File: src/include/rwd_pkg.sv
package rwd_pkg;

  // ---------------------------------------------------------------------
  // Register map, byte addresses on the APB.
  // ---------------------------------------------------------------------
  localparam int          ADDR_W          = 12;
  localparam logic [11:0] CTRL_OFF        = 12'h000;
  localparam logic [11:0] STAT_OFF        = 12'h004;
  localparam logic [11:0] IMASK_OFF       = 12'h008;
  localparam logic [11:0] STA_LO_OFF      = 12'h00C;
  localparam logic [11:0] STA_HI_OFF      = 12'h010;
  localparam logic [11:0] HIT_OFF         = 12'h014;
  localparam logic [11:0] FILT_BASE       = 12'h040;
  localparam int          FILT_STRIDE_LOG = 5;

  // Word index inside one filter's block of eight words.
  localparam logic [2:0]  FW_CMD          = 3'h0;
  localparam logic [2:0]  FW_OFFSET       = 3'h1;
  localparam logic [2:0]  FW_CRC          = 3'h2;
  localparam logic [2:0]  FW_MASK0        = 3'h4;

  // ---------------------------------------------------------------------
  // Field positions.
  // ---------------------------------------------------------------------
  localparam int          CTRL_WFE_BIT    = 0;
  localparam int          CTRL_APWE_BIT   = 1;
  localparam int          CTRL_UNI_BIT    = 9;
  localparam int          STAT_WF_BIT     = 0;
  localparam int          STAT_AP_BIT     = 1;
  localparam int          CMD_EN_BIT      = 0;
  localparam int          CMD_TYPE_LSB    = 2;

  // ---------------------------------------------------------------------
  // Reset values and write masks.
  // ---------------------------------------------------------------------
  localparam logic [31:0] CTRL_RST        = 32'h0000_0000;
  localparam logic [31:0] CTRL_WMASK      = 32'h0000_0203;
  localparam logic [1:0]  STAT_RST        = 2'h0;
  localparam logic [1:0]  IMASK_RST       = 2'h0;
  localparam logic [47:0] STA_RST         = 48'h0000_0000_0000;
  localparam logic [15:0] CRC_INIT        = 16'hFFFF;
  localparam logic [15:0] CRC_POLY        = 16'h8005;

  // ---------------------------------------------------------------------
  // Frame constants.
  // ---------------------------------------------------------------------
  localparam int          NUM_FILT_DEF    = 8;
  localparam int          MASK_BYTES_DEF  = 128;
  localparam logic [7:0]  SYNC_BYTE       = 8'hFF;
  localparam logic [2:0]  SYNC_LEN        = 3'h6;
  localparam logic [4:0]  ADDR_REPS       = 5'h10;
  localparam logic [2:0]  ADDR_LAST_BYTE  = 3'h5;
  localparam logic [10:0] HDR_BYTES       = 11'h00C;
  localparam logic [10:0] DA_BYTES        = 11'h006;
  localparam logic [1:0]  ATYPE_UNI       = 2'h0;
  localparam logic [1:0]  ATYPE_MULTI     = 2'h2;

  typedef enum logic [2:0] {
    MP_SEARCH = 3'b001,
    MP_MATCH  = 3'b010,
    MP_FOUND  = 3'b100
  } rwd_mp_state_e;

endpackage : rwd_pkg
File: src/design/rwd_crc_unit.sv
`timescale 1ns/1ps
`default_nettype none

module rwd_crc_unit #(
  parameter int MASK_BYTES = rwd_pkg::MASK_BYTES_DEF
) (
  input  wire logic                  core_clk_i,
  input  wire logic                  reset_i,
  input  wire logic                  byte_valid_i,
  input  wire logic [7:0]            byte_i,
  input  wire logic                  sof_i,
  input  wire logic [10:0]           pos_i,
  input  wire logic [7:0]            offset_i,
  input  wire logic [MASK_BYTES-1:0] mask_i,
  output logic      [15:0]           crc_o
);

  localparam int RW = $clog2(MASK_BYTES);

  logic [15:0] crc_reg;
  logic [15:0] crc_next;
  logic [15:0] crc_base;
  logic [10:0] rel;
  logic        use_byte;

  // ---------------------------------------------------------------------
  // Bytewise CRC-16, most significant bit first.
  // ---------------------------------------------------------------------
  function automatic logic [15:0] crc16_byte(input logic [15:0] c,
                                             input logic [7:0]  d);
    logic [15:0] r;
    r = c;
    for (int b = 7; b >= 0; b--) begin
      if (r[15] ^ d[b]) begin
        r = {r[14:0], 1'b0} ^ rwd_pkg::CRC_POLY;
      end else begin
        r = {r[14:0], 1'b0};
      end
    end
    return r;
  endfunction : crc16_byte

  assign rel = pos_i - {3'h0, offset_i};

  always_comb begin
    use_byte = byte_valid_i && (pos_i >= {3'h0, offset_i})
               && (rel < 11'(MASK_BYTES)) && mask_i[rel[RW-1:0]];
    crc_base = sof_i ? rwd_pkg::CRC_INIT : crc_reg;
    crc_next = crc_reg;
    if (byte_valid_i) begin
      crc_next = use_byte ? crc16_byte(crc_base, byte_i) : crc_base;
    end
  end

  always_ff @(posedge core_clk_i) begin
    if (reset_i) begin
      crc_reg <= rwd_pkg::CRC_INIT;
    end else begin
      crc_reg <= crc_next;
    end
  end

  assign crc_o = crc_reg;

endmodule : rwd_crc_unit

`default_nettype wire

File: src/design/rwd_top.sv
// What this block does
// - Per-filter 8-bit offset, zero is first DA byte.
// - 128-bit byte mask selects bytes fed to CRC.
// - Compare computed CRC with stored 16-bit value.
// - Only enabled filters may match.
// - Wake only with global enable, listed cases.
// - Broadcast CRC hit wakes despite broadcast disable.
// - Unicast hit wakes when global unicast enabled.
// - Address type gates hits passing regular filter.
// - Pattern mode suppresses normal data reception.
// - Pattern hit sets flag and remote wakeup.
// - Pattern scan accepts own or broadcast address.
// - Multicast frames also accepted with pattern.
// - Six FF sync bytes after address fields.
// - Sixteen station address copies follow sync.
`timescale 1ns/1ps
`default_nettype none

module rwd_top #(
  parameter int NUM_FILT   = rwd_pkg::NUM_FILT_DEF,
  parameter int MASK_BYTES = rwd_pkg::MASK_BYTES_DEF
) (
  input  wire logic        core_clk_i,
  input  wire logic        reset_i,
  input  wire logic        psel_i,
  input  wire logic        penable_i,
  input  wire logic        pwrite_i,
  input  wire logic [11:0] paddr_i,
  input  wire logic [31:0] pwdata_i,
  output logic      [31:0] prdata_o,
  output logic             pready_o,
  output logic             pslverr_o,
  input  wire logic        rx_valid_i,
  input  wire logic [7:0]  rx_data_i,
  input  wire logic        rx_sof_i,
  input  wire logic        rx_eof_i,
  input  wire logic        rx_err_i,
  input  wire logic        rx_filter_pass_i,
  output logic             rx_suppress_o,
  output logic             remote_wakeup_o,
  output logic             irq_o
);

  localparam int FI_W = (NUM_FILT > 1) ? $clog2(NUM_FILT) : 1;
  localparam int MW   = MASK_BYTES / 32;

  // ---------------------------------------------------------------------
  // State declarations.
  // ---------------------------------------------------------------------
  logic [31:0]           ctrl_reg,   ctrl_next;
  logic [1:0]            stat_reg,   stat_next;
  logic [1:0]            imask_reg,  imask_next;
  logic [47:0]           sta_reg,    sta_next;
  logic [NUM_FILT-1:0]   hit_reg,    hit_next;
  logic [NUM_FILT-1:0]   en_reg,     en_next;
  logic [1:0]            type_reg    [NUM_FILT];
  logic [1:0]            type_next   [NUM_FILT];
  logic [7:0]            off_reg     [NUM_FILT];
  logic [7:0]            off_next    [NUM_FILT];
  logic [15:0]           exp_reg     [NUM_FILT];
  logic [15:0]           exp_next    [NUM_FILT];
  logic [MASK_BYTES-1:0] mask_reg    [NUM_FILT];
  logic [MASK_BYTES-1:0] mask_next   [NUM_FILT];
  logic [31:0]           prdata_reg, prdata_next;
  logic                  wake_reg,   wake_next;

  logic [10:0]           idx_reg,    idx_next;
  logic [47:0]           da_reg,     da_next;
  logic                  eval_reg,   eval_next;
  logic                  pass_reg,   pass_next;

  rwd_pkg::rwd_mp_state_e mp_reg,    mp_next;
  logic [2:0]            ff_reg,     ff_next;
  logic [2:0]            bpos_reg,   bpos_next;
  logic [4:0]            rep_reg,    rep_next;

  logic [10:0]           pos_cur;
  logic [15:0]           crc_val     [NUM_FILT];
  logic [NUM_FILT-1:0]   qual;
  logic                  is_bc, is_mc, is_uc, is_own;
  logic                  wf_event, ap_event;
  logic                  rd_ok;
  logic [31:0]           rd_val;
  logic                  acc_filt;
  logic [FI_W-1:0]       acc_f;
  logic [2:0]            acc_w;
  logic                  wr_en;

  // ---------------------------------------------------------------------
  // Address decode helpers.
  // ---------------------------------------------------------------------
  function automatic logic in_filt(input logic [11:0] a);
    return (int'(a) >= int'(rwd_pkg::FILT_BASE)) &&
           (int'(a) < int'(rwd_pkg::FILT_BASE)
                      + (NUM_FILT << rwd_pkg::FILT_STRIDE_LOG));
  endfunction : in_filt

  function automatic logic [FI_W-1:0] fidx(input logic [11:0] a);
    logic [11:0] d;
    d = a - rwd_pkg::FILT_BASE;
    return d[rwd_pkg::FILT_STRIDE_LOG +: FI_W];
  endfunction : fidx

  function automatic logic [7:0] sta_byte(input logic [47:0] s,
                                          input logic [2:0]  p);
    return s[8*p +: 8];
  endfunction : sta_byte

  assign acc_filt = in_filt(paddr_i);
  assign acc_f    = fidx(paddr_i);
  assign acc_w    = paddr_i[4:2];
  assign wr_en    = psel_i && penable_i && pwrite_i && rd_ok;

  // ---------------------------------------------------------------------
  // APB read decode; reads are captured in the setup cycle.
  // ---------------------------------------------------------------------
  always_comb begin
    rd_val = 32'h0000_0000;
    rd_ok  = (paddr_i[1:0] == 2'h0);
    if (acc_filt) begin
      unique case (acc_w)
        rwd_pkg::FW_CMD: begin
          rd_val[rwd_pkg::CMD_EN_BIT]        = en_reg[acc_f];
          rd_val[rwd_pkg::CMD_TYPE_LSB +: 2] = type_reg[acc_f];
        end
        rwd_pkg::FW_OFFSET: rd_val[7:0]  = off_reg[acc_f];
        rwd_pkg::FW_CRC:    rd_val[15:0] = exp_reg[acc_f];
        3'h3: rd_ok = 1'b0;
        default: begin
          if (int'(acc_w - rwd_pkg::FW_MASK0) < MW) begin
            rd_val = mask_reg[acc_f][32*(acc_w - rwd_pkg::FW_MASK0) +: 32];
          end else begin
            rd_ok = 1'b0;
          end
        end
      endcase
    end else begin
      case (paddr_i)
        rwd_pkg::CTRL_OFF:   rd_val = ctrl_reg;
        rwd_pkg::STAT_OFF:   rd_val[1:0] = stat_reg;
        rwd_pkg::IMASK_OFF:  rd_val[1:0] = imask_reg;
        rwd_pkg::STA_LO_OFF: rd_val = sta_reg[31:0];
        rwd_pkg::STA_HI_OFF: rd_val[15:0] = sta_reg[47:32];
        rwd_pkg::HIT_OFF:    rd_val[NUM_FILT-1:0] = hit_reg;
        default:             rd_ok = 1'b0;
      endcase
    end
  end

  assign pready_o  = psel_i && penable_i;
  assign pslverr_o = psel_i && penable_i && !rd_ok;
  assign prdata_o  = prdata_reg;

  // ---------------------------------------------------------------------
  // Frame tracking: byte position, destination address, end of frame.
  // ---------------------------------------------------------------------
  assign pos_cur = rx_sof_i ? 11'h000 : idx_reg;

  always_comb begin
    idx_next  = idx_reg;
    da_next   = da_reg;
    eval_next = rx_valid_i && rx_eof_i && !rx_err_i;
    pass_next = pass_reg;
    if (rx_valid_i) begin
      if (pos_cur != 11'h7FF) begin
        idx_next = pos_cur + 11'h001;
      end
      if (pos_cur < rwd_pkg::DA_BYTES) begin
        da_next[8*pos_cur[2:0] +: 8] = rx_data_i;
      end
      if (rx_eof_i) begin
        pass_next = rx_filter_pass_i;
      end
    end
  end

  always_ff @(posedge core_clk_i) begin
    if (reset_i) begin
      idx_reg  <= 11'h000;
      da_reg   <= 48'h0000_0000_0000;
      eval_reg <= 1'b0;
      pass_reg <= 1'b0;
    end else begin
      idx_reg  <= idx_next;
      da_reg   <= da_next;
      eval_reg <= eval_next;
      pass_reg <= pass_next;
    end
  end

  assign is_bc  = (da_reg == {48{1'b1}});
  assign is_mc  = da_reg[0] && !is_bc;
  assign is_uc  = !da_reg[0];
  assign is_own = (da_reg == sta_reg);

  // ---------------------------------------------------------------------
  // Pattern filters.
  // ---------------------------------------------------------------------
  for (genvar g = 0; g < NUM_FILT; g++) begin : g_filt
    rwd_crc_unit #(.MASK_BYTES(MASK_BYTES)) u_crc (
      .core_clk_i   (core_clk_i),
      .reset_i      (reset_i),
      .byte_valid_i (rx_valid_i),
      .byte_i       (rx_data_i),
      .sof_i        (rx_sof_i),
      .pos_i        (pos_cur),
      .offset_i     (off_reg[g]),
      .mask_i       (mask_reg[g]),
      .crc_o        (crc_val[g])
    );
  end

  always_comb begin
    for (int i = 0; i < NUM_FILT; i++) begin
      qual[i] = en_reg[i] && (crc_val[i] == exp_reg[i])
        && (is_bc
            || (ctrl_reg[rwd_pkg::CTRL_UNI_BIT] && is_uc)
            || (pass_reg && (type_reg[i][0]
                || (type_reg[i] == rwd_pkg::ATYPE_MULTI && is_mc)
                || (type_reg[i] == rwd_pkg::ATYPE_UNI && is_uc))));
    end
  end

  assign wf_event = eval_reg && ctrl_reg[rwd_pkg::CTRL_WFE_BIT]
                    && (|qual);
  assign ap_event = eval_reg && ctrl_reg[rwd_pkg::CTRL_APWE_BIT]
                    && (mp_reg == rwd_pkg::MP_FOUND)
                    && (is_own || is_bc || is_mc);

  // ---------------------------------------------------------------------
  // Address-pattern scan: sync run, then sixteen address copies.
  // ---------------------------------------------------------------------
  always_comb begin
    mp_next   = mp_reg;
    ff_next   = ff_reg;
    bpos_next = bpos_reg;
    rep_next  = rep_reg;
    if (rx_valid_i) begin
      if (rx_sof_i) begin
        mp_next = rwd_pkg::MP_SEARCH;
        ff_next = 3'h0;
      end else if (pos_cur >= rwd_pkg::HDR_BYTES) begin
        unique case (mp_reg)
          rwd_pkg::MP_SEARCH: begin
            if (rx_data_i == rwd_pkg::SYNC_BYTE) begin
              ff_next = ff_reg + 3'h1;
              if (ff_reg + 3'h1 == rwd_pkg::SYNC_LEN) begin
                mp_next   = rwd_pkg::MP_MATCH;
                bpos_next = 3'h0;
                rep_next  = 5'h00;
              end
            end else begin
              ff_next = 3'h0;
            end
          end
          rwd_pkg::MP_MATCH: begin
            if (rx_data_i == sta_byte(sta_reg, bpos_reg)) begin
              if (bpos_reg == rwd_pkg::ADDR_LAST_BYTE) begin
                bpos_next = 3'h0;
                rep_next  = rep_reg + 5'h01;
                if (rep_reg + 5'h01 == rwd_pkg::ADDR_REPS) begin
                  mp_next = rwd_pkg::MP_FOUND;
                end
              end else begin
                bpos_next = bpos_reg + 3'h1;
              end
            end else if (rx_data_i == rwd_pkg::SYNC_BYTE
                         && bpos_reg == 3'h0 && rep_reg == 5'h00) begin
              mp_next = rwd_pkg::MP_MATCH;
            end else begin
              mp_next = rwd_pkg::MP_SEARCH;
              ff_next = (rx_data_i == rwd_pkg::SYNC_BYTE) ? 3'h1 : 3'h0;
            end
          end
          rwd_pkg::MP_FOUND: mp_next = rwd_pkg::MP_FOUND;
          default:           mp_next = rwd_pkg::MP_SEARCH;
        endcase
      end
    end
  end

  always_ff @(posedge core_clk_i) begin
    if (reset_i) begin
      mp_reg   <= rwd_pkg::MP_SEARCH;
      ff_reg   <= 3'h0;
      bpos_reg <= 3'h0;
      rep_reg  <= 5'h00;
    end else begin
      mp_reg   <= mp_next;
      ff_reg   <= ff_next;
      bpos_reg <= bpos_next;
      rep_reg  <= rep_next;
    end
  end

  // ---------------------------------------------------------------------
  // Register file, status and wake outputs.
  // ---------------------------------------------------------------------
  always_comb begin
    ctrl_next   = ctrl_reg;
    imask_next  = imask_reg;
    sta_next    = sta_reg;
    en_next     = en_reg;
    type_next   = type_reg;
    off_next    = off_reg;
    exp_next    = exp_reg;
    mask_next   = mask_reg;
    hit_next    = wf_event ? qual : hit_reg;
    prdata_next = (psel_i && !penable_i) ? rd_val : prdata_reg;
    wake_next   = wf_event || ap_event;
    stat_next   = stat_reg;
    if (wr_en && acc_filt) begin
      unique case (acc_w)
        rwd_pkg::FW_CMD: begin
          en_next[acc_f]   = pwdata_i[rwd_pkg::CMD_EN_BIT];
          type_next[acc_f] = pwdata_i[rwd_pkg::CMD_TYPE_LSB +: 2];
        end
        rwd_pkg::FW_OFFSET: off_next[acc_f] = pwdata_i[7:0];
        rwd_pkg::FW_CRC:    exp_next[acc_f] = pwdata_i[15:0];
        3'h3: ;
        default: begin
          mask_next[acc_f][32*(acc_w - rwd_pkg::FW_MASK0) +: 32] = pwdata_i;
        end
      endcase
    end else if (wr_en) begin
      case (paddr_i)
        rwd_pkg::CTRL_OFF:   ctrl_next = pwdata_i & rwd_pkg::CTRL_WMASK;
        rwd_pkg::STAT_OFF:   stat_next = stat_reg & ~pwdata_i[1:0];
        rwd_pkg::IMASK_OFF:  imask_next = pwdata_i[1:0];
        rwd_pkg::STA_LO_OFF: sta_next[31:0] = pwdata_i;
        rwd_pkg::STA_HI_OFF: sta_next[47:32] = pwdata_i[15:0];
        default: ;
      endcase
    end
    // A hardware event in the clearing cycle wins over the clear.
    stat_next[rwd_pkg::STAT_WF_BIT] = stat_next[rwd_pkg::STAT_WF_BIT]
                                      | wf_event;
    stat_next[rwd_pkg::STAT_AP_BIT] = stat_next[rwd_pkg::STAT_AP_BIT]
                                      | ap_event;
  end

  always_ff @(posedge core_clk_i) begin
    if (reset_i) begin
      ctrl_reg   <= rwd_pkg::CTRL_RST;
      stat_reg   <= rwd_pkg::STAT_RST;
      imask_reg  <= rwd_pkg::IMASK_RST;
      sta_reg    <= rwd_pkg::STA_RST;
      hit_reg    <= '0;
      en_reg     <= '0;
      prdata_reg <= 32'h0000_0000;
      wake_reg   <= 1'b0;
      for (int i = 0; i < NUM_FILT; i++) begin
        type_reg[i] <= 2'h0;
        off_reg[i]  <= 8'h00;
        exp_reg[i]  <= 16'h0000;
        mask_reg[i] <= '0;
      end
    end else begin
      ctrl_reg   <= ctrl_next;
      stat_reg   <= stat_next;
      imask_reg  <= imask_next;
      sta_reg    <= sta_next;
      hit_reg    <= hit_next;
      en_reg     <= en_next;
      prdata_reg <= prdata_next;
      wake_reg   <= wake_next;
      type_reg   <= type_next;
      off_reg    <= off_next;
      exp_reg    <= exp_next;
      mask_reg   <= mask_next;
    end
  end

  assign rx_suppress_o   = ctrl_reg[rwd_pkg::CTRL_APWE_BIT];
  assign remote_wakeup_o = wake_reg;
  assign irq_o           = |(stat_reg & imask_reg);

endmodule : rwd_top

`default_nettype wire

File: config.mk
export PLATFORM = sky130hd
export DESIGN_NAME = rwd_top
export DESIGN_NICKNAME = d
export VERILOG_FILES = /design/src/include/rwd_pkg.sv /design/src/design/rwd_crc_unit.sv /design/src/design/rwd_top.sv
export SDC_FILE = /design/constraint.sdc
export NUM_CORES = 2
export LEC_CHECK = 0
export BUFFER_PORTS_ARGS = -buffer_cell sky130_fd_sc_hd__clkbuf_2
export CAP_MARGIN = 15
export CORE_MARGIN = 2
export CORE_UTILIZATION = 35
export DETAILED_ROUTE_END_ITERATION = 16
export GPL_ROUTABILITY_DRIVEN = 1
export PLACE_DENSITY = 0.48
export SLEW_MARGIN = 30
export SYNTH_ARGS = -nofsm -noshare
export SYNTH_HDL_FRONTEND = slang
export SYNTH_SLANG_ARGS = --single-unit
File: constraint.sdc
create_clock -name core_clk_i -period 12.7 [get_ports core_clk_i]
set_input_delay 0.635 -clock core_clk_i [delete_from_list [all_inputs] [get_ports core_clk_i]]
set_output_delay 0.635 -clock core_clk_i [all_outputs]
set_load 0.02 [all_outputs]
; Word-level counts from Yosys, hierarchy flattened
; Index checks and enable logic that the tools add are counted.
[totals]
inputBits = 62
out_inout_bits = 37
register_bits = 1539
[classes]
n_mux = 228
order_cmp = 33
n_reduce_logical = 155
eq_ne = 45
bitwise_logic = 137
add_sub_neg = 16
shift = 6
[ops]
columns = operator, count
row1 = 2-to-1 mux 16 bit, 141
row2 = bitwise mux 1024 bit, 1
row3 = binary-select mux 128 bit (select 3 bit), 1
row4 = demux 128 bit (select 3 bit), 1
row5 = 2-to-1 mux 128 bit, 3
row6 = inverter 3 bit, 64
row7 = bitwise mux 128 bit, 1
row8 = equality test 16 bit, 8
row9 = "variable shift 32 x 34 -> 128 bit, first input constant", 1
row10 = variable part select 128 x 33 -> 32 bit, 1
row11 = variable part select 32 x 34 -> 128 bit, 1
row12 = >= comparator 11 x 8 -> 1 bit, 8
row13 = "< comparator 11 x 8 -> 1 bit, second input constant", 8
row14 = subtractor 11 x 8 -> 11 bit, 8
row15 = logical AND 1 bit, 84
row16 = bitwise mux 64 bit, 1
row17 = "< comparator 7 x 8 -> 1 bit, second input constant", 8
row18 = 2-to-1 mux 32 bit, 2
row19 = bitwise XOR 1 bit, 64
row20 = binary-select mux 1 bit (select 7 bit), 8
row21 = binary-select mux 16 bit (select 3 bit), 1
row22 = bitwise mux 48 bit, 1
row23 = demux 16 bit (select 3 bit), 1
row24 = equality test 48 bit, 1
row25 = other kinds (84), 202

; Longest topological paths before layout
[logic_depth]
depth_word = 25
mapped_depth = 21

; Hierarchy
; Synthesis repeated with hierarchy kept, for this count alone.
[unflattened]
hier_cells = 9410
hier_area_um2 = 85055.3
[modules_own_cells]
columns = mod, area_each_um2, instances, seq_area_each_um2, cells_each
row1 = rwd_top, 64245.4, 1, 28247.1, 7418
row2 = rwd_crc_unit, 2601.2, 8, 320.3, 249

; Least setup slack after synthesis
; Ideal clock, no wire load.
[synth_path]
path_kind = input -> register
from = in rx_sof_i
to = reg g_filt[1].u_crc.crc_reg[5]
stages = 19
setup_slack_ns = 7.607
path_buffers = 7
arrival_ns = 4.971
cell_sequence = clkbuf_1 > clkbuf_1 > nor2b_1 > clkinv_1 > ha_1 > inv_1 > fa_1 > buf_6 > buf_12 > buf_12 > mux4_2 > mux2i_1 > mux4_2 > nand3_2 > o2111ai_2 > or4_1 > buf_6 > buf_12 > o32a_1
[synth_between]
elab_chain_cells = 22
elab_cells_between_ends = 36
[synth_rtl]
columns = element, line_no
row1 = start: declaration, rwd_top.sv:35  ; input wire logic rx_sof_i,
row2 = 2-to-1 mux 16 bit, rwd_crc_unit.sv:48  ; crc_base = sof_i ? rwd_pkg::CRC_INIT : crc_reg;
row3 = bitwise XOR 1 bit or inverter 3 bit (tied branches), -
row4 = 2-to-1 mux 16 bit, rwd_crc_unit.sv:34  ; if (r[15] ^ d[b]) begin
row5 = 2-to-1 mux 16 bit, rwd_crc_unit.sv:50  ; if (byte_valid_i) begin
row6 = bitwise XOR 1 bit, rwd_crc_unit.sv:34
row7 = 2-to-1 mux 16 bit, rwd_crc_unit.sv:34
row8 = 2-to-1 mux 16 bit, rwd_crc_unit.sv:50
row9 = bitwise XOR 1 bit, rwd_crc_unit.sv:34
row10 = [... 6 more ...], -
row11 = 2-to-1 mux 16 bit, rwd_crc_unit.sv:34
row12 = 2-to-1 mux 16 bit, rwd_crc_unit.sv:50
row13 = 2-to-1 mux 16 bit, rwd_crc_unit.sv:34
row14 = 2-to-1 mux 16 bit, rwd_crc_unit.sv:50
row15 = 2-to-1 mux 16 bit, rwd_crc_unit.sv:34
row16 = 2-to-1 mux 16 bit, rwd_crc_unit.sv:50
row17 = 2-to-1 mux 16 bit, rwd_crc_unit.sv:34
row18 = 2-to-1 mux 16 bit (*), rwd_crc_unit.sv:51  ; crc_next = use_byte ? crc16_byte(crc_base, byte_i) : crc_base;
row19 = end signal: assignment, rwd_crc_unit.sv:57  ; crc_reg <= rwd_pkg::CRC_INIT;
row20 = end signal: assignment, rwd_crc_unit.sv:59  ; crc_reg <= crc_next;
row21 = end: declaration, rwd_crc_unit.sv:20  ; logic [15:0] crc_reg;
; Every way passes the cells marked *; elsewhere a longest branch is shown, timed or not. The select of a mux whose other input is x is not followed.
; A chain may end at the register's enable or synchronous reset.

; Worst setup path in the final report
[layout_path]
from = reg idx_reg[0]
to = reg g_filt[6].u_crc.crc_reg[12]
[layout_between]
elab_chain_cells = 6
elab_cells_between_ends = 10
[layout_rtl]
columns = element, line_no
row1 = start: declaration, rwd_top.sv:67  ; logic [10:0] idx_reg, idx_next;
row2 = start signal: assignment, rwd_top.sv:184  ; idx_reg <= idx_next;
row3 = 2-to-1 mux 11 bit (*), rwd_top.sv:157  ; assign pos_cur = rx_sof_i ? 11'h000 : idx_reg;
row4 = subtractor 11 x 8 -> 11 bit or >= comparator 11 x 8 -> 1 bit (tied branches), "rwd_crc_unit.sv:43, rwd_crc_unit.sv:46"
row5 = "binary-select mux 1 bit (select 7 bit), or another cell as far along", rwd_crc_unit.sv:47  ; && (rel < 11'(MASK_BYTES)) && mask_i[rel[RW-1:0]];
row6 = 2-to-1 mux 1 bit (not written as such) or logical AND 1 bit (tied branches), rwd_crc_unit.sv:47
row7 = logical AND 1 bit (*), rwd_crc_unit.sv:47
row8 = 2-to-1 mux 16 bit (*), rwd_crc_unit.sv:51
row9 = end signal: assignment, rwd_crc_unit.sv:57
row10 = end signal: assignment, rwd_crc_unit.sv:59
row11 = end: declaration, rwd_crc_unit.sv:20
; Marks and branches as above.

==> results.cfg <==
[die]
coreArea_sq_um = 235000
die_y_um = 489.9
boundaryPins = 99
initial_core_util_pct = 35.17
rows = 178
die_x_um = 489.9
dieArea_sq_um = 240000

[cells_and_area]
fillCellCount = 23460
final_area_sq_um = 91770
area_delta_synth_final_pct = 11.03
largest_register_ff_count = 1024
drive_above_1_share_pct = 15.31
finalNetCount = 9321

[placement]
placed_area_sq_um = 85740
dp.final_hpwl_mm = 265.2
place_ws_ps = 5510
finalWeightedCongestion = 0.9798
port-buffer-count = 98

[run_status]
status = finished clean

[power]
pwr_density_cell_nw_per_um2 = 119.4
ir_worst_vdd_mv = 0.1640
p_leak_nw = 29.98

[timing]
period_share_pct = 53.06
fin_tns_setup_ps = 0
rsz0062_at_grt = no
setup_viol = 0
holdWs_ps = 41.34
slew-limit-headroom_pct = 20.99
tightest_slew_ps = 1185
clock.fmax_mhz = 148.4
drv_slew = 0
final.setup.worst_slack_ps = 5962
hold_violations = 0
finClkSkew_ps = 37.39
min_period_ps = 6738

[setup_path]
cp_num_buf_inv = 2
arrival_ps = 7490
cp_cell_sequence = nor2b_1, clkinv_1, ha_2, inv_1, fa_4, mux4_2, nor2b_1, a2111oi_2, a211oi_1, a211oi_1, nor3_1, o2111a_1, and2_1, o311a_1
endpoint_kind = register
path_max_fanout = 32
required_ps = 13450
cpLargestDelayFamily = compound AO/OA/AOI/OAI gates
worst_setup_path_start_kind = register
cpPeakStageDelay_ps = 970
path_class = register to register
crit_slowest_cell = fa_4

[drt]
dr_total_vias = 74620
drc = 0
drtPass1Iterations = 8
wl_mm = 386.5
drtIter0Drc = 9969
wl_per_cell_um = 30.99
ant_nets = 0
via_per_inst = 5.983

[cts]
cts-buffers-inserted = 182
h-tree-depth = 4
clk_latency_ps = 870
cts_setup_buffers = 0
ctsResizeCount = 0
cts_sinks = 1539
cts.path.max_buffers = 3
root_buffer = clkbuf_16
tritoncts = yes
path_clk_slew_ps = 60
cts_hold_buf = 1

[synthesis]
syn_area_per_cell_sq_um = 8.694
async_reset_ff_share_pct = 0
synthesis.area_sq_um = 82650
synth-edff-count = 0
synthFlopType = dfxtp_1
seq_area_frac_synth_pct = 37.28
yosysUniqueCellTypes = 103
yosysWarnings = 0
synth.ff_latch_count = 1539
syn_inst = 9506
synthesis.nets = 9664

[grt]
antenna_found_initial = 36
grt_max_degree = 216
grtUsageTotal_pct = 31.04
grt_pass1_wl_mm = 538.8
grt-ovfl-total = 0
grt_pass1_vias = 69220

[hold_path]
holdCritPathClass = input port to register

[flow_run]
drv_cap = 0
-- where the power goes --
part           switching [mW]  leakage, nW  total, mW  internal [mW]
logic                   0.606         14.7      0.803          0.197
registers             0.00775         12.4       4.84           4.84
clock network            2.29         2.90       5.31           3.02
-- worst register-to-register path: stages (launching register included) --
cell	delay (ps)
dfxtp_1	350
nor2b_1	390
clkinv_1	750
ha_2	470
inv_1	80
fa_4	970
mux4_2	630
nor2b_1	150
a2111oi_2	390
a211oi_1	90
a211oi_1	680
nor3_1	170
o2111a_1	590
and2_1	540
o311a_1	380
-- cell usage in the layout, fill, tap and decap left out, types with 22 or more instances in the layout --
cell type / Yosys / routed
nand2_1: 2504 / 2496
dfxtp_1: 1539 / 1538
a21oi_1: 1478 / 1476
mux4_2: 649 / 649
nor2_1: 596 / 571
xnor2_1: 267 / 256
buf_4: 15 / 209
mux2i_1: 206 / 204
nand3_1: 187 / 186
clkbuf_16: 0 / 182
xor2_1: 131 / 127
inv_1: 119 / 119
o21ai_0: 116 / 116
clkbuf_2: 0 / 93
ha_1: 88 / 78
nand4_1: 62 / 62
clkbuf_1: 598 / 50
nor3_1: 50 / 49
or3_1: 48 / 48
o22ai_1: 43 / 43
and2_1: 36 / 41
clkbuf_8: 0 / 36
clkinv_2: 0 / 34
and3_1: 48 / 34
a211oi_1: 35 / 34
mux2_2: 34 / 34
nor4_1: 34 / 33
nand2b_1: 27 / 27
nor2_2: 1 / 25
o211ai_1: 22 / 22
-- synthesized netlist by cell type (11+ instances only) --
cell       number  area, sq um
a21oi_1      1478         7397
nand3_1       187        935.9
buf_1          49        183.9
nor3_1         50        250.2
or3_1          48        300.3
a21o_1         12        90.09
buf_4          15        112.6
o21a_1         11        82.58
or2_2          13        81.33
a2bb2oi_1      16        140.1
inv_1         119        446.7
nor2_1        596         2237
and3_1         48        300.3
o32a_1         16        160.2
dfxtp_1      1539        30810
xor2_1        131         1147
o22ai_1        43        269.0
a211oi_1       35        262.8
nor4_1         34        212.7
nand2_1      2504         9399
nand3b_1       12        90.09
mux4_2        649        14620
nand2b_1       27        168.9
mux2i_1       206         2062
o211ai_1       22        165.2
nor2b_1        27        168.9
o311a_1        14        140.1
buf_6          16        180.2
clkbuf_1      598         2245
o22a_1         16        140.1
buf_2         164        820.8
o21ai_0       116        580.6
and2_1         36        225.2
ha_1           88         1101
nand4_1        62        387.9
a22oi_1        19        142.6
mux2_2         34        382.9
xnor2_1       267         2338
-- worst paths after layout --
path                              start                                endpoint  slack [ps]  cells after the start
min                    rx_filter_pass_i                   pass_reg$_SDFFE_PP0P_          40                      3
max             idx_reg[0]$_SDFFE_PP0P_  g_filt[6].u_crc.crc_o[12]$_SDFFE_PP1P_        5960                     14
max reg2reg     idx_reg[0]$_SDFFE_PP0P_  g_filt[6].u_crc.crc_o[12]$_SDFFE_PP1P_        5960                     14
min reg2reg  mask_reg[872]$_SDFFE_PP0P_              mask_reg[872]$_SDFFE_PP0P_         460                      2
-- stage by stage --
| step | power [mW] | utilization [%] | cells |
|---|---|---|---|
| 2_1_floorplan | 5.394 | - | 9506 |
| 3_3_place_gp | 5.723 | 36.41 | 12120 |
| 3_5_place_dp | 5.729 | 36.49 | 12130 |
| 4_1_cts | 10.99 | 39.00 | 12450 |
| 5_1_grt | 11.21 | 39.04 | 12450 |
| 6_report | 10.96 | 39.06 | 12470 |
-- final cells by class --
type	count	area (sq um)	share of cell area (%)
Clock inverter	56	653.1	0.7117
Antenna cell	19	47.55	0.05181
Clock buffer	268	5238	5.707
Tap cell	3150	3941	4.295
Multi-Input combinational cell	6998	48300	52.63
Sequential cell	1539	30810	33.57
Timing Repair Buffer	318	2313	2.521
Inverter	124	466.7	0.5086
-- metal layers --
metal / global-route usage (%) / up-vias / wire length, um
li1: - / 32430 / -
met1: 40.47 / 36890 / 153100
met2: 45.29 / 4376 / 162900
met3: 9.132 / 923 / 43700
met4: 18.50 / 6 / 26730
met5: 0.01984 / - / 37
-- cells by family after synthesis --
kind of cell | count (synthesis) | share of synthesized area (%)
flops | 1539 | 37.28
buf+inv | 969 | 4.922
simple gates | 3706 | 18.50
fa+ha+maj | 97 | 1.538
xor+xnor | 403 | 4.316
compound gates | 1898 | 12.66
mux | 894 | 20.78
Note: power is estimated with default switching activity, not from simulation.
